### config.mk
export PLATFORM = sky130hd
export DESIGN_NAME = glds_top
export DESIGN_NICKNAME = d
export VERILOG_FILES = /design/src/glds_pkg.sv /design/src/glds_pin_cell.sv /design/src/glds_top.sv
export SDC_FILE = /design/constraint.sdc
export NUM_CORES = 1
export LEC_CHECK = 0
export ABC_CLOCK_PERIOD_IN_PS = 1100
export BUFFER_PORTS_ARGS = -buffer_cell sky130_fd_sc_hd__buf_4
export CAP_MARGIN = 5
export CORE_UTILIZATION = 35
export CTS_BUF_LIST = sky130_fd_sc_hd__clkbuf_4
export DETAILED_ROUTE_END_ITERATION = 8
export SETUP_SLACK_MARGIN = 0.4
export SYNTH_ARGS = -nofsm -noshare
export SYNTH_HDL_FRONTEND = slang
export SYNTH_HIERARCHICAL = 1
export SYNTH_SLANG_ARGS = --single-unit
### constraint.sdc
create_clock -name CLK_SYS_I -period 1.1 [get_ports CLK_SYS_I]
set_input_delay 0.275 -clock CLK_SYS_I [delete_from_list [all_inputs] [get_ports CLK_SYS_I]]
set_output_delay 0.275 -clock CLK_SYS_I [all_outputs]
set_load 0.05 [all_outputs]
### src/glds_pkg.sv
// Constants for the low pin-group direction and source-select block.
// Assumes a 32-bit register port with byte addresses in 12 bits.
`default_nettype none

package glds_pkg;

    localparam int unsigned GLDS_ADDR_W = 12;
    localparam int unsigned GLDS_DATA_W = 32;
    // Widest pin count that one control word can serve
    localparam int unsigned GLDS_PIN_MAX = 16;
    // Default pin count; pin 15 lies outside this block
    localparam int unsigned GLDS_PIN_DEF = 15;

    localparam logic [11:0] GLDS_OFF_CTRL = 12'h62c;
    localparam logic [11:0] GLDS_OFF_IN_DATA = 12'h63c;
    localparam logic [11:0] GLDS_OFF_OUT_DATA = 12'h644;

    localparam logic [31:0] GLDS_RST_CTRL = 32'h0000_0000;
    localparam logic [31:0] GLDS_RST_OUT_DATA = 32'h0000_0000;
    localparam logic [31:0] GLDS_RD_ZERO = 32'h0000_0000;

    // Position of each field inside a pin's bit pair
    localparam int unsigned GLDS_SEL_POS = 0;
    localparam int unsigned GLDS_DIR_POS = 1;
    localparam int unsigned GLDS_BITS_PER_PIN = 2;

    localparam logic GLDS_DIR_IN = 1'b0;
    localparam logic GLDS_DIR_OUT = 1'b1;
    localparam logic GLDS_SEL_REG = 1'b0;
    localparam logic GLDS_SEL_ALT = 1'b1;

    // Bit index of a field of pin n in the control word
    function automatic int unsigned glds_field_pos(input int unsigned pin,
                                                   input int unsigned field);
        return pin * GLDS_BITS_PER_PIN + field;
    endfunction

endpackage : glds_pkg

`default_nettype wire

### src/glds_pin_cell.sv
// One pin's path: direction, source and destination steering.
// Assumes its controls come from registers in the same clock domain.
`timescale 1ns/100ps
`default_nettype none

module glds_pin_cell (
    input wire logic clk_i,
    input wire logic rst_n_i,
    input wire logic dir_i,
    input wire logic sel_i,
    input wire logic out_data_i,
    input wire logic slot_reset_n_i,
    input wire logic pin_i,
    output logic pin_o,
    output logic pin_oe_n_o,
    output logic in_level_o,
    output logic int_src_o
);
    import glds_pkg::*;

    typedef struct packed {
        logic pin_out;
        logic oe_n;
        logic in_level;
        logic int_src;
    } glds_cell_s;

    glds_cell_s state;
    glds_cell_s next_state;

    always_comb begin
        next_state = state;
        next_state.oe_n = (dir_i == GLDS_DIR_OUT) ? 1'b0 : 1'b1;
        next_state.pin_out = 1'b0;
        next_state.in_level = 1'b0;
        next_state.int_src = 1'b0;
        if (dir_i == GLDS_DIR_OUT) begin
            next_state.pin_out = (sel_i == GLDS_SEL_REG) ? out_data_i : slot_reset_n_i;
        end else if (sel_i == GLDS_SEL_REG) begin
            next_state.in_level = pin_i;
        end else begin
            next_state.int_src = pin_i;
        end
    end

    // One registered step, no decode glitch
    always_ff @(posedge clk_i or negedge rst_n_i) begin
        if (!rst_n_i) begin
            state <= '{pin_out: 1'b0, oe_n: 1'b1, in_level: 1'b0, int_src: 1'b0};
        end else begin
            state <= next_state;
        end
    end

    assign pin_o = state.pin_out;
    assign pin_oe_n_o = state.oe_n;
    assign in_level_o = state.in_level;
    assign int_src_o = state.int_src;

    drive_enable_a: assert property (@(posedge clk_i) disable iff (!rst_n_i)
        rst_n_i |=> (pin_oe_n_o == !$past(dir_i)))
        else $error("Pin enable does not follow direction");

    drive_data_a: assert property (@(posedge clk_i) disable iff (!rst_n_i)
        (rst_n_i && dir_i && !sel_i) |=> (pin_o == $past(out_data_i)) && !pin_oe_n_o)
        else $error("Pin not driven from output data");

    drive_reset_a: assert property (@(posedge clk_i) disable iff (!rst_n_i)
        (rst_n_i && dir_i && sel_i) |=> (pin_o == $past(slot_reset_n_i)) && !pin_oe_n_o)
        else $error("Pin not driven from slot reset");

    sample_input_a: assert property (@(posedge clk_i) disable iff (!rst_n_i)
        (rst_n_i && !dir_i && !sel_i) |=> (in_level_o == $past(pin_i)) && !int_src_o)
        else $error("Input level not sampled");

    route_int_a: assert property (@(posedge clk_i) disable iff (!rst_n_i)
        (rst_n_i && !dir_i && sel_i) |=> (int_src_o == $past(pin_i)) && !in_level_o
            && pin_oe_n_o)
        else $error("Input not routed to interrupt path");

endmodule // glds_pin_cell

`default_nettype wire

### src/glds_top.sv
// Top of the low pin-group direction block with its register port.
// Assumes a master that never strobes read and write together.
//
// The address-and-strobe port was chosen for this implementation.
`timescale 1ns/100ps
`default_nettype none

module glds_top #(
    parameter int unsigned PIN_COUNT = glds_pkg::GLDS_PIN_DEF
) (
    input wire logic CLK_SYS_I,
    input wire logic RST_N_I,
    input wire logic [glds_pkg::GLDS_ADDR_W-1:0] ADDR_I,
    input wire logic [glds_pkg::GLDS_DATA_W-1:0] WR_DATA_I,
    input wire logic WR_I,
    input wire logic RD_I,
    output logic [glds_pkg::GLDS_DATA_W-1:0] RD_DATA_O,
    input wire logic [PIN_COUNT-1:0] PIN_I,
    output logic [PIN_COUNT-1:0] PIN_O,
    output logic [PIN_COUNT-1:0] PIN_OE_N_O,
    input wire logic [PIN_COUNT-1:0] SLOT_RESET_N_I,
    output logic [PIN_COUNT-1:0] INT_SRC_O
);
    import glds_pkg::*;

    // Pin 15 needs a slot reset that is not present, so the cap is one short
    if (PIN_COUNT < 1 || PIN_COUNT > GLDS_PIN_MAX - 1) begin : g_bad_count
        $error("PIN_COUNT must lie between 1 and 15");
    end

    typedef struct packed {
        logic [GLDS_DATA_W-1:0] ctrl;
        logic [PIN_COUNT-1:0] out_data;
        logic [GLDS_DATA_W-1:0] rd_data;
    } glds_regs_s;

    glds_regs_s regs;
    glds_regs_s next_regs;

    logic [PIN_COUNT-1:0] dir_vec;
    logic [PIN_COUNT-1:0] sel_vec;
    logic [PIN_COUNT-1:0] in_level_vec;

    // Bits of unserved pins stay zero so reads never show dead controls
    function automatic logic [GLDS_DATA_W-1:0] ctrl_mask();
        logic [GLDS_DATA_W-1:0] m;
        m = GLDS_RD_ZERO;
        for (int unsigned i = 0; i < PIN_COUNT; i++) begin
            m[glds_field_pos(i, GLDS_SEL_POS)] = 1'b1;
            m[glds_field_pos(i, GLDS_DIR_POS)] = 1'b1;
        end
        return m;
    endfunction

    localparam logic [GLDS_DATA_W-1:0] CTRL_MASK = ctrl_mask();

    always_comb begin
        next_regs = regs;
        next_regs.rd_data = GLDS_RD_ZERO;
        if (WR_I) begin
            unique case (ADDR_I)
                GLDS_OFF_CTRL: begin
                    next_regs.ctrl = WR_DATA_I & CTRL_MASK;
                end
                GLDS_OFF_OUT_DATA: begin
                    next_regs.out_data = WR_DATA_I[PIN_COUNT-1:0];
                end
                default: begin
                    next_regs.ctrl = regs.ctrl;
                end
            endcase
        end
        if (RD_I) begin
            unique case (ADDR_I)
                GLDS_OFF_CTRL: begin
                    next_regs.rd_data = regs.ctrl;
                end
                GLDS_OFF_IN_DATA: begin
                    next_regs.rd_data = GLDS_DATA_W'(in_level_vec);
                end
                GLDS_OFF_OUT_DATA: begin
                    next_regs.rd_data = GLDS_DATA_W'(regs.out_data);
                end
                default: begin
                    next_regs.rd_data = GLDS_RD_ZERO;
                end
            endcase
        end
    end

    always_ff @(posedge CLK_SYS_I or negedge RST_N_I) begin
        if (!RST_N_I) begin
            regs.ctrl <= GLDS_RST_CTRL;
            regs.out_data <= GLDS_RST_OUT_DATA[PIN_COUNT-1:0];
            regs.rd_data <= GLDS_RD_ZERO;
        end else begin
            regs <= next_regs;
        end
    end

    assign RD_DATA_O = regs.rd_data;

    // Split control word into pin pairs
    always_comb begin
        for (int unsigned i = 0; i < PIN_COUNT; i++) begin
            sel_vec[i] = regs.ctrl[glds_field_pos(i, GLDS_SEL_POS)];
            dir_vec[i] = regs.ctrl[glds_field_pos(i, GLDS_DIR_POS)];
        end
    end

    for (genvar g = 0; g < PIN_COUNT; g++) begin : g_pin
        glds_pin_cell u_cell (
            .clk_i(CLK_SYS_I),
            .rst_n_i(RST_N_I),
            .dir_i(dir_vec[g]),
            .sel_i(sel_vec[g]),
            .out_data_i(regs.out_data[g]),
            .slot_reset_n_i(SLOT_RESET_N_I[g]),
            .pin_i(PIN_I[g]),
            .pin_o(PIN_O[g]),
            .pin_oe_n_o(PIN_OE_N_O[g]),
            .in_level_o(in_level_vec[g]),
            .int_src_o(INT_SRC_O[g])
        );
    end

    ctrl_write_a: assert property (@(posedge CLK_SYS_I) disable iff (!RST_N_I)
        (WR_I && ADDR_I == GLDS_OFF_CTRL) |=> (regs.ctrl == ($past(WR_DATA_I) & CTRL_MASK)))
        else $error("Control word not written");

    ctrl_read_a: assert property (@(posedge CLK_SYS_I) disable iff (!RST_N_I)
        (RD_I && ADDR_I == GLDS_OFF_CTRL && !WR_I) |=> (RD_DATA_O == $past(regs.ctrl)))
        else $error("Control word readback wrong");

    unmapped_read_a: assert property (@(posedge CLK_SYS_I) disable iff (!RST_N_I)
        (RD_I && ADDR_I != GLDS_OFF_CTRL && ADDR_I != GLDS_OFF_IN_DATA
            && ADDR_I != GLDS_OFF_OUT_DATA) |=> (RD_DATA_O == GLDS_RD_ZERO))
        else $error("Unmapped read not zero");

    write_to_pin_a: assert property (@(posedge CLK_SYS_I) disable iff (!RST_N_I)
        (WR_I && ADDR_I == GLDS_OFF_CTRL && WR_DATA_I[GLDS_DIR_POS])
            |=> ##1 !PIN_OE_N_O[0])
        else $error("Direction change not on pin one cycle later");

    idle_pin_a: assert property (@(posedge CLK_SYS_I) disable iff (!RST_N_I)
        (!WR_I && $stable(regs.ctrl) && $stable(regs.out_data) && !dir_vec[0])
            |=> $stable(PIN_OE_N_O[0]))
        else $error("Pin enable moved without a write");

    in_data_read_a: assert property (@(posedge CLK_SYS_I) disable iff (!RST_N_I)
        (RD_I && ADDR_I == GLDS_OFF_IN_DATA) |=> (RD_DATA_O[0] == $past(in_level_vec[0])))
        else $error("Input data readback wrong");

    // Register port checks
    rd_idle_zero_a: assert property (@(posedge CLK_SYS_I) disable iff (!RST_N_I)
        !RD_I |=> (RD_DATA_O == GLDS_RD_ZERO))
        else $error("Read data not zero outside a read");

    out_data_write_a: assert property (@(posedge CLK_SYS_I) disable iff (!RST_N_I)
        (WR_I && ADDR_I == GLDS_OFF_OUT_DATA) |=> (regs.out_data == PIN_COUNT'($past(WR_DATA_I))))
        else $error("Output data not written");

    out_data_read_a: assert property (@(posedge CLK_SYS_I) disable iff (!RST_N_I)
        (RD_I && ADDR_I == GLDS_OFF_OUT_DATA) |=> (RD_DATA_O == GLDS_DATA_W'($past(regs.out_data))))
        else $error("Output data readback wrong");

    in_data_full_a: assert property (@(posedge CLK_SYS_I) disable iff (!RST_N_I)
        (RD_I && ADDR_I == GLDS_OFF_IN_DATA) |=> (RD_DATA_O == GLDS_DATA_W'($past(in_level_vec))))
        else $error("Input data word wrong");

    ctrl_unserved_a: assert property (@(posedge CLK_SYS_I) disable iff (!RST_N_I)
        ((regs.ctrl & ~CTRL_MASK) == GLDS_RD_ZERO))
        else $error("Control bit of an unserved pin set");

    ctrl_hold_a: assert property (@(posedge CLK_SYS_I) disable iff (!RST_N_I)
        !(WR_I && ADDR_I == GLDS_OFF_CTRL) |=> $stable(regs.ctrl))
        else $error("Control word moved without a write");

    out_hold_a: assert property (@(posedge CLK_SYS_I) disable iff (!RST_N_I)
        !(WR_I && ADDR_I == GLDS_OFF_OUT_DATA) |=> $stable(regs.out_data))
        else $error("Output data moved without a write");

    // No disable here: this one watches the reset itself
    reset_clear_a: assert property (@(posedge CLK_SYS_I)
        !RST_N_I |=> (regs.ctrl == GLDS_RST_CTRL) && (RD_DATA_O == GLDS_RD_ZERO)
            && (&PIN_OE_N_O) && (PIN_O == '0) && (INT_SRC_O == '0))
        else $error("Reset values not held");

    // Pin checks; pin 0 stands for all except in pin_enable_all_a, the cells being identical copies
    write_release_a: assert property (@(posedge CLK_SYS_I) disable iff (!RST_N_I)
        (WR_I && ADDR_I == GLDS_OFF_CTRL && !WR_DATA_I[GLDS_DIR_POS])
            |=> ##1 PIN_OE_N_O[0])
        else $error("Pin release not on pin one cycle later");

    pin_enable_all_a: assert property (@(posedge CLK_SYS_I) disable iff (!RST_N_I)
        RST_N_I |=> (PIN_OE_N_O == ~$past(dir_vec)))
        else $error("Pin enables do not follow directions");

    pin_idle_low_a: assert property (@(posedge CLK_SYS_I) disable iff (!RST_N_I)
        !dir_vec[0] |=> (!PIN_O[0] && PIN_OE_N_O[0]))
        else $error("Input pin still driven");

    in_level_zero_a: assert property (@(posedge CLK_SYS_I) disable iff (!RST_N_I)
        (dir_vec[0] || sel_vec[0]) |=> !in_level_vec[0])
        else $error("Input data bit set for a pin not sampled");

    int_src_idle_a: assert property (@(posedge CLK_SYS_I) disable iff (!RST_N_I)
        (dir_vec[0] || !sel_vec[0]) |=> !INT_SRC_O[0])
        else $error("Interrupt source set for a pin not routed");

endmodule // glds_top

`default_nettype wire

==> qor.csv, run 1 <==
stage;metric;value;unit
floorplan;IO Pins;155;
logic_synthesis;Synth Cell Area;5360;µm²
logic_synthesis;count leader, synth;dfrtp_1;
route;via count;3609;
critical_path;Worst R2R Path Depth;3;
grt;first-pass GRT wire length;21800;µm
critical_path;CP Data Arrival Time;2020;ps
clock_network;Hold Buf Count CTS;32;
logic_synthesis;Synth Area in Compound Gates;0.0210;
clock_network;htree depth;4;
logic_synthesis;Synth top area share;0.560;
placed_design;IO buf count;150;
critical_path;CP startpoint;ADDR_I[8];
grt;Total GRT Usage;0.187;
logic_synthesis;sequential fraction of the synthesis area;0.633;
critical_path;r2r startpoint;dir_vec[6]$_DFFE_PN0P_;
critical_path;Worst Setup End Kind;flop;
logic_synthesis;post-synthesis mux area share;0.175;
logic_synthesis;Synth Instances;369;
route;Total Wirelength;13900;µm
timing;period utilization;1.45;
worst_hold_path;Worst Hold Class;primary input to flop;
route;TritonRoute pass-1 iters;4;
grt;initial antenna violation count;0;
logic_synthesis;cell taking the most area after synthesis;dfrtp_1;
critical_path;CP Class;primary input to flop;
critical_path;critical-path maximum fanout;8;
power_and_ir_drop;pwr dens;1110;nW/µm²
placed_design;Detail Placement HPWL;8680;µm
timing;fmax;625;MHz
cells_and_area;layout cells sized above 1;0.699;
floorplan;DIE HEIGHT;126;µm
logic_synthesis;Post-Synth Simple-Gate Area;0.103;
clock_network;clk_lat worst skew;540;ps
logic_synthesis;Yosys reg bits;135;
grt;grt total ovfl;0;
grt;vias in the first global route;4020;
run_status;outcome;finished, violations left;
clock_network;clock sink count;135;
logic_synthesis;most frequent cells after synthesis;120 x dfrtp_1, 32 x buf_4, 30 x mux2_2, 30 x mux2_4, 30 x nor2_1;
logic_synthesis;number of synthesized flops with an enable pin;0;
power_and_ir_drop;P_leak;4.03;nW
floorplan;core footprint;14800;µm²
logic_synthesis;post-synth cell types;27;
floorplan;Rows;44;
timing;Final Worst Setup Slack;-499;ps
cells_and_area;Final nets;666;
logic_synthesis;Synth Area in Adders;0;
route;DRC;0;
timing;clock skew;15.6;ps
floorplan;Die ar.;15800;µm²
run_status;failing checks;negative hold slack, negative setup slack;
logic_synthesis;Top FF cell, synth;dfrtp_1;
flow_run;Max-cap violations;0;
clock_network;Clock Tree Root;clkbuf_4;
cells_and_area;Antenna Cells;0;
timing;unrepaired setup endpoints after global routing;true;
clock_network;Clock Path Buffers;2;
floorplan;Initial Utilization;0.364;
timing;Final Hold Vio Count;43;
logic_synthesis;Mean Syn Cell Area;14.5;µm²
floorplan;die extent in x;126;µm
clock_network;clock buffer count from CTS;17;
critical_path;CP required;1520;ps
timing;Final Critical Period;1600;ps
power_and_ir_drop;Final Total Pwr;9.37;mW
timing;Pins Over Slew Limit;0;
logic_synthesis;YS warnings;6;
logic_synthesis;Area contributors post-synth;dfrtp_1 56%, mux2_4 8.4%, dfstp_2 7.3%;
grt;largest net degree at the start of global routing;38;
clock_network;CTS clk-pin slew, worst paths;120;ps
route;routed vias/inst;4.60;
critical_path;CP startpoint kind;primary input;
route;final antenna-violating net count;0;
logic_synthesis;Post-synth ARST share;1.00;
worst_hold_path;Hold Path Depth;2;
route;Initial DRC Count;114;
clock_network;TritonCTS clock tree;built;
power_and_ir_drop;VDD IR max;0.000557;V
timing;Final setup viols;150;
cells_and_area;Layout area overhead;58.1;%
logic_synthesis;largest family of logic cells by synthesized area;multiplexers;
logic_synthesis;XOR/XNOR Fraction of Synth Area;0;
timing;Fin Hold WS;-42.4;ps
worst_hold_path;hold_sp;WR_DATA_I[22];
placed_design;RePlAce Congestion;0.759;
placed_design;Post-Place Worst Slack;-878;ps
route;wire length per cell;17.8;µm
## stage by stage
step           cells  cell area, µm²  hold WS [ps]   util  setup TNS [ps]
2_1_floorplan    370            5630         -20.6      -          -44420
3_3_place_gp     696            6910           127  0.468          -56600
3_5_place_dp     696            6910           129  0.468          -57120
4_1_cts          781            8340         -97.6  0.566          -42670
5_1_grt          785            8480         -94.1  0.575          -49050
6_report         785            8480         -42.4  0.575          -44200
## placed cells by master (no fill, tap or decap), types with 4 or more instances in the layout
cell type,instances
a22oi_1,11
a22oi_2,4
and2_1,6
and2_4,9
and3_4,15
buf_12,6
buf_16,4
buf_4,88
buf_6,93
buf_8,16
bufinv_16,4
clkbuf_4,19
dfrtp_1,81
dfrtp_2,39
dfstp_2,15
dlygate4sd3_1,32
inv_2,10
inv_4,5
mux2_2,15
mux2_4,45
mux2i_1,14
nor2_1,29
nor3b_2,15
## state kept, by name (all words and copies together), names as in the netlist
| signal | cells |
|---|---|
| RD_DATA_O | 30 |
| regs | 30 |
| dir_vec | 15 |
| g_pin.u_cell/in_level_o | 15 |
| g_pin.u_cell/int_src_o | 15 |
| g_pin.u_cell/pin_o | 15 |
| g_pin.u_cell/pin_oe_n_o | 15 |
## area by class of cell
type                       count  area (µm²)
inverter                      15        68.8
clock inverter                13         179
timing repair buffer         241        2550
sequential                   135        3450
fill                        1194        6280
clock buffer                  19         143
tap                          184         230
multi-input combinational    178        1860
## path summary, 6_finish.rpt
kind / endpoint / slack [ps]
max in group asynchronous: g_pin[7].u_cell/pin_oe_n_o$_DFF_PN1_ / 480
min in group asynchronous: regs[32]$_DFFE_PN0P_ / 120
setup reg to reg: RD_DATA_O[13]$_DFF_PN0_ / 80
setup / recovery: regs[65]$_DFFE_PN0P_ / -500
hold reg to reg: g_pin[6].u_cell/pin_oe_n_o$_DFF_PN1_ / 470
hold / removal: regs[69]$_DFFE_PN0P_ / -40
## metal layers
metal  global-route usage  share of wire  vias to the layer above
met1                0.224           0.41                     1806
met4               0.0659          0.019                        0
met2                0.318           0.51                      110
met5                    0              0                        -
met3               0.0582          0.059                       22
li1                     -              -                     1671
## critical path: stages
cell	delay [ps]
buf_6	90
or3_4	380
or4_4	640
buf_12	180
buf_16	150
mux2_4	300
## cells by family after synthesis
kind of cell,after synthesis
AND/OR/NAND/NOR,86
buffers and inverters,57
AO/OA/AOI/OAI,15
other,1
multiplexers,75
flip-flops,135
## power by group
| part | switching (mW) | internal [mW] | leakage (nW) |
|---|---|---|---|
| combinational | 0.284 | 0.398 | 2.12 |
| sequential | 0.0178 | 5.00 | 1.73 |
| clock | 1.82 | 1.84 | 0.168 |
| total | 2.12 | 7.25 | 4.03 |
## what timing repair did
item,in CTS,in global routing
setup buffers,16,3
endpoints found under the hold margin,217,44
pin swaps,24,18
gates resized for setup,160,33
endpoints found under the setup margin,196,203
gates cloned,5,1
No activity file was read; power rests on OpenSTA's default activity.
==> run 2, diff against run 1 <==
==> constraint.sdc (replaced) <==
create_clock -name CLK_SYS_I -period 1.1 [get_ports CLK_SYS_I]
set_input_delay 0.11 -clock CLK_SYS_I [delete_from_list [all_inputs] [get_ports CLK_SYS_I]]
set_output_delay 0.11 -clock CLK_SYS_I [all_outputs]
set_load 0.05 [all_outputs]
==> qor.csv, run 2 (synthesis results as in run 1) <==
stage;metric;value;unit;change
cells_and_area;Antenna Cells;0;;unchanged
cells_and_area;FILL cells;1165;;-2.4%
clock_network;clk_lat worst skew;530;ps;about the same
critical_path;CP required;1520;ps;about the same
route;routed vias/inst;4.54;;-1.3%
cells_and_area;Design Area, Final;8850;µm²;+4.4%
route;TritonRoute pass-1 iters;4;;unchanged
grt;largest net degree at the start of global routing;37;;-2.6%
cells_and_area;Final nets;701;;+5.3%
floorplan;Initial Utilization;0.364;;unchanged
route;wire length per cell;17.2;µm;-2.9%
route;via count;3721;;+3.1%
placed_design;IO buf count;150;;unchanged
grt;vias in the first global route;4106;;+2.1%
timing;unrepaired setup endpoints after global routing;true;;
timing;Final Hold Vio Count;0;;-100%
placed_design;Post-Place Worst Slack;-722;ps;+156 ps
critical_path;CP Data Arrival Time;1790;ps;-230 ps
timing;Final Worst Setup Slack;-270;ps;+229 ps
clock_network;clock sink count;135;;unchanged
timing;clock skew;15.5;ps;-0.0984 ps
floorplan;DIE HEIGHT;126;µm;unchanged
route;DRC;0;;unchanged
placed_design;Detail Placement HPWL;8590;µm;-1.1%
placed_design;RePlAce Congestion;0.790;;+4.0%
timing;period utilization;1.25;;-0.208
floorplan;core footprint;14800;µm²;unchanged
run_status;failing checks;negative setup slack;;
cells_and_area;layout cells sized above 1;0.635;;-0.0636
power_and_ir_drop;VDD IR max;0.000736;V;+32%
critical_path;Worst Setup End Kind;flop;;
grt;first-pass GRT wire length;22100;µm;+0.98%
critical_path;CP Class;primary input to flop;;
clock_network;htree depth;4;;unchanged
clock_network;Clock Tree Root;clkbuf_4;;
cells_and_area;commonest non-fill, non-tap cell in the layout;dfrtp_1;;
critical_path;CP startpoint kind;primary input;;
flow_run;Max-cap violations;0;;unchanged
run_status;outcome;finished, violations left;;
clock_network;CTS clk-pin slew, worst paths;110;ps;about the same
critical_path;critical-path maximum fanout;8;;unchanged
clock_network;Clock Path Buffers;2;;unchanged
worst_hold_path;Worst Hold Class;primary input to async pin;;
cells_and_area;Layout area overhead;65.1;%;
grt;grt total ovfl;0;;unchanged
floorplan;Rows;44;;unchanged
floorplan;die extent in x;126;µm;unchanged
route;Total Wirelength;14100;µm;+1.4%
route;Initial DRC Count;136;;+19%
floorplan;IO Pins;155;;unchanged
floorplan;Die ar.;15800;µm²;unchanged
power_and_ir_drop;pwr dens;1030;nW/µm²;-7.0%
placed_design;placed insts;696;;unchanged
cells_and_area;commonest non-fill, non-tap cells in the layout;110 x dfrtp_1, 101 x buf_6, 86 x buf_4;;
placed_design;DP Area;6880;µm²;-0.36%
power_and_ir_drop;P_leak;4.24;nW;+5.4%
timing;Final Critical Period;1370;ps;-229 ps
timing;fmax;730;MHz;+17%
route;final antenna-violating net count;0;;unchanged
grt;initial antenna violation count;0;;unchanged
cells_and_area;final cell count without fillers;820;;+4.5%
clock_network;clock buffer count from CTS;17;;unchanged
clock_network;TritonCTS clock tree;built;;
power_and_ir_drop;Final Total Pwr;9.10;mW;-2.8%
timing;Final setup viols;150;;unchanged
cells_and_area;final core occ;0.600;;+0.0254
grt;Total GRT Usage;0.188;;+0.00132
timing;Pins Over Slew Limit;0;;unchanged
## run 2: cell types whose count changed in the layout (fill, tap and decap cells not counted), moves of 3 or more
cell and delta:
a22oi_1 -9, a22oi_2 +9, buf_6 +8, clkinv_1 +3
dfrtp_1 +29, dfrtp_2 -29, dlygate4sd3_1 +29, mux2_2 -5
mux2_4 +5
## run 2: final timing paths
| check | start | to | slack, ps | depth (start not counted) |
|---|---|---|---|---|
| worst max-delay path | ADDR_I[8] | regs[53]$_DFFE_PN0P_ | -270 | 6 |
| max in group asynchronous | RST_N_I | g_pin[14].u_cell/pin_oe_n_o$_DFF_PN1_ | 490 | 3 |
| min in group CLK_SYS_I | RD_I | RD_DATA_O[14]$_DFF_PN0_ | 220 | 4 |
| worst max register to register | dir_vec[3]$_DFFE_PN0P_ | RD_DATA_O[7]$_DFF_PN0_ | 90 | 3 |
| worst min-delay path | RST_N_I | RD_DATA_O[25]$_DFF_PN0_ | 30 | 2 |
| worst min register to register | dir_vec[7]$_DFFE_PN0P_ | g_pin[7].u_cell/pin_oe_n_o$_DFF_PN1_ | 480 | 1 |
## run 2: per-layer routing
| layer | GRT usage | routed length (µm) |
|---|---|---|
| met1 | 0.228 | 6010 |
| met2 | 0.320 | 7220 |
| met3 | 0.0506 | 727 |
| met4 | 0.0744 | 170 |
| met5 | 0 | 0 |
## run 2: layout make-up
cell class | count | area, µm² | share of cell area
repair buffers | 276 | 2920 | 0.330
multi-input cells | 178 | 1940 | 0.219
inverters | 15 | 71.3 | 0.00806
clock buffers | 20 | 150 | 0.0170
well taps | 184 | 230 | 0.0260
flip-flops and latches | 135 | 3410 | 0.385
clock inverters | 12 | 135 | 0.0153
## run 2: timing repair
item / 4_1_cts / 5_1_grt
buffers inserted: 19 / 7
setup endpoints to repair: 195 / 206
gates cloned: 5 / 0
hold endpoints to repair: 225 / 0
hold buffers: 61 / 0
pin swaps: 25 / 17
resized for setup: 190 / 27
## run 2: critical path: stages
cell    delay [ps]
buf_6           90
or3_4          390
or4_4          590
buf_12         160
buf_16         140
mux2_4         300
## run 2: stage by stage
| step | TNS (ps) | hold slack, ps |
|---|---|---|
| floorplan | -32050 | -186 |
| finish | -21740 | 30.4 |
| detailed placement | -45480 | 45.4 |
| global placement | -44100 | 39.6 |
| CTS | -19000 | -7.64 |
| global route | -26910 | 16.0 |
## run 2: report_power, final
group	internal, mW	leakage (nW)	total (mW)	switching [mW]
registers	5.00	1.78	5.02	0.0191
logic	0.481	2.31	0.794	0.314
clock network	1.61	0.154	3.29	1.68
==> run 3, diff against run 2 <==
--- a/config.mk
+++ b/config.mk
@@ -8,7 +8,7 @@
 export ABC_CLOCK_PERIOD_IN_PS = 1100
 export BUFFER_PORTS_ARGS = -buffer_cell sky130_fd_sc_hd__buf_4
 export CAP_MARGIN = 5
-export CORE_UTILIZATION = 35
+export CORE_UTILIZATION = 40
 export CTS_BUF_LIST = sky130_fd_sc_hd__clkbuf_4
 export DETAILED_ROUTE_END_ITERATION = 8
 export SETUP_SLACK_MARGIN = 0.4
==> qor.csv, run 3 (synthesis results as in run 1) <==
stage;metric;value;unit;change
run_status;outcome;finished, violations left;;
run_status;failing checks;negative setup slack;;
cells_and_area;Layout area overhead;66.6;%;
worst_hold_path;Worst Hold Class;primary input to async pin;;
floorplan;core footprint;12800;µm²;-13%
route;Initial DRC Count;182;;+34%
critical_path;CP Cell Sequence;buf_6 > or3_4 > or4_4 > buf_6 > buf_16 > mux2_4;;
floorplan;Initial Utilization;0.418;;+0.0547
timing;Final Hold Vio Count;0;;unchanged
floorplan;die extent in x;118;µm;-6.4%
cells_and_area;commonest non-fill, non-tap cell in the layout;dfrtp_1;;
placed_design;placed insts;680;;-2.3%
clock_network;clock buffer count from CTS;17;;unchanged
route;routed vias/inst;4.65;;+2.5%
critical_path;most used cell, CP;buf_6;;
route;final antenna-violating net count;0;;unchanged
placed_design;Post-Place Worst Slack;-702;ps;+20.5 ps
route;wire length per cell;17.2;µm;about the same
placed_design;IO buf count;150;;unchanged
timing;clock skew;13.1;ps;-2.32 ps
critical_path;CP required;1530;ps;about the same
timing;Sum Neg Setup Slack;-16980;ps;+4760 ps
critical_path;family with the most delay on the worst path;simple AND/OR/NAND/NOR gates;;
grt;first-pass GRT wire length;22000;µm;-0.34%
placed_design;Detail Placement HPWL;8240;µm;-4.0%
route;via count;3750;;+0.78%
placed_design;RePlAce Congestion;0.767;;-2.9%
cells_and_area;Final nets;700;;-0.14%
critical_path;CP Data Arrival Time;1810;ps;+20 ps
timing;Final Worst Setup Slack;-276;ps;-6.32 ps
power_and_ir_drop;P_leak;4.30;nW;+1.3%
clock_network;CTS clk-pin slew, worst paths;110;ps;about the same
route;DRC;0;;unchanged
critical_path;r2r startpoint;dir_vec[2]$_DFFE_PN0P_;;
cells_and_area;Antenna Cells;0;;unchanged
clock_network;Clock Tree Root;clkbuf_4;;
cells_and_area;final cell count without fillers;806;;-1.7%
timing;fmax;727;MHz;-0.46%
grt;grt total ovfl;0;;unchanged
floorplan;IO Pins;155;;unchanged
timing;Final Critical Period;1380;ps;+6.32 ps
route;TritonRoute pass-1 iters;4;;unchanged
critical_path;internal reg-to-reg setup slack;100;ps;about the same
power_and_ir_drop;Final Total Pwr;9.11;mW;about the same
clock_network;TritonCTS clock tree;built;;
critical_path;Worst path max stage delay;610;ps;+20 ps
grt;Total GRT Usage;0.211;;+0.0229
grt;largest net degree at the start of global routing;51;;+38%
power_and_ir_drop;VDD IR max;0.000606;V;-18%
critical_path;Worst Setup End Kind;flop;;
critical_path;CP startpoint kind;primary input;;
cells_and_area;layout cells sized above 1;0.647;;+0.0115
cells_and_area;commonest non-fill, non-tap cells in the layout;111 x dfrtp_1, 102 x buf_6, 81 x buf_4;;
timing;Final setup viols;120;;-20%
timing;period utilization;1.25;;+0.00574
timing;Pins Over Slew Limit;0;;unchanged
critical_path;Worst Path Buf+Inv;3;;unchanged
critical_path;CP Class;primary input to flop;;
power_and_ir_drop;pwr dens;1020;nW/µm²;-0.89%
route;Total Wirelength;13900;µm;-1.8%
cells_and_area;FILL cells;876;;-25%
clock_network;clock sink count;135;;unchanged
critical_path;Worst R2R Path Depth;3;;unchanged
grt;vias in the first global route;4170;;+1.6%
clock_network;clk_lat worst skew;540;ps;about the same
grt;initial antenna violation count;0;;unchanged
critical_path;CP max-delay cell;or4_4;;
critical_path;R2R Path End;RD_DATA_O[5]$_DFF_PN0_;;
floorplan;Die ar.;13900;µm²;-12%
critical_path;critical-path maximum fanout;5;;-3
clock_network;Clock Path Buffers;2;;unchanged
floorplan;DIE HEIGHT;118;µm;-6.4%
flow_run;Max-cap violations;0;;unchanged
timing;unrepaired setup endpoints after global routing;true;;
clock_network;htree depth;4;;unchanged
floorplan;Rows;41;;-6.8%
[run 3: cell types whose count changed in the layout (fill, tap and decap cells not counted), moves of 4 or more]
cell,delta
and2_1,-4
mux2_4,+10
and2_4,+4
buf_4,-5
mux2_2,-10
[run 3: how the worst max path moves through the flow]
stage	slack [ps]	cells past startpoint	end	startpoint
global route	-330	1	PIN_OE_N_O[11]	g_pin[11].u_cell/pin_oe_n_o$_DFF_PN1_
CTS	-300	1	PIN_OE_N_O[6]	g_pin[6].u_cell/pin_oe_n_o$_DFF_PN1_
detailed placement	-700	5	dir_vec[0]$_DFFE_PN0P_	ADDR_I[1]
finish	-280	6	regs[71]$_DFFE_PN0P_	ADDR_I[8]
global placement	-690	5	regs[71]$_DFFE_PN0P_	ADDR_I[1]
floorplan	-560	4	dir_vec[0]$_DFFE_PN0P_	ADDR_I[1]
[run 3: final cells by class]
cell class / instances / area [µm²] / area share
Tap cell: 172 / 215 / 0.0241
Inverter: 15 / 73.8 / 0.00826
Clock inverter: 11 / 133 / 0.0148
Multi-Input combinational cell: 178 / 2000 / 0.223
Sequential cell: 135 / 3410 / 0.381
Clock buffer: 20 / 150 / 0.0168
Timing Repair Buffer: 275 / 2960 / 0.331
[run 3: where the power goes]
part / switching, mW / leakage, nW / internal, mW / total (mW)
logic: 0.312 / 2.36 / 0.477 / 0.789
registers: 0.0194 / 1.78 / 5.00 / 5.02
clock network: 1.69 / 0.155 / 1.61 / 3.30
[run 3: tightest hold or removal path, cell delays in order]
cell           delay, ps
dlygate4sd3_1        540
buf_6                130
buf_12               230
[run 3: per-layer routing]
layer | up-vias | GRT usage | part of all wire
met4 | 0 | 0.0817 | 0.022
met3 | 25 | 0.0557 | 0.041
met5 | - | 0 | 0
met1 | 1868 | 0.250 | 0.41
met2 | 107 | 0.366 | 0.53
li1 | 1750 | - | -
[run 3: repair_timing]
action                                 in CTS  in global routing
pin swaps                                  27                 14
hold buffers                               61                  0
setup endpoints to repair                 196                205
endpoints found under the hold margin     225                  0
buffers inserted                           17                 10
cloned                                      5                  2
resized for setup                         196                 38
[run 3: metrics by stage]
stage / util / hold WS (ps) / cell area, µm²
after floorplan: - / -186 / 5480
after global placement: 0.534 / 105 / 6850
after detailed placement: 0.534 / 105 / 6850
after CTS: 0.678 / 69.1 / 8700
after global routing: 0.697 / 69.1 / 8940
final: 0.697 / 104 / 8940
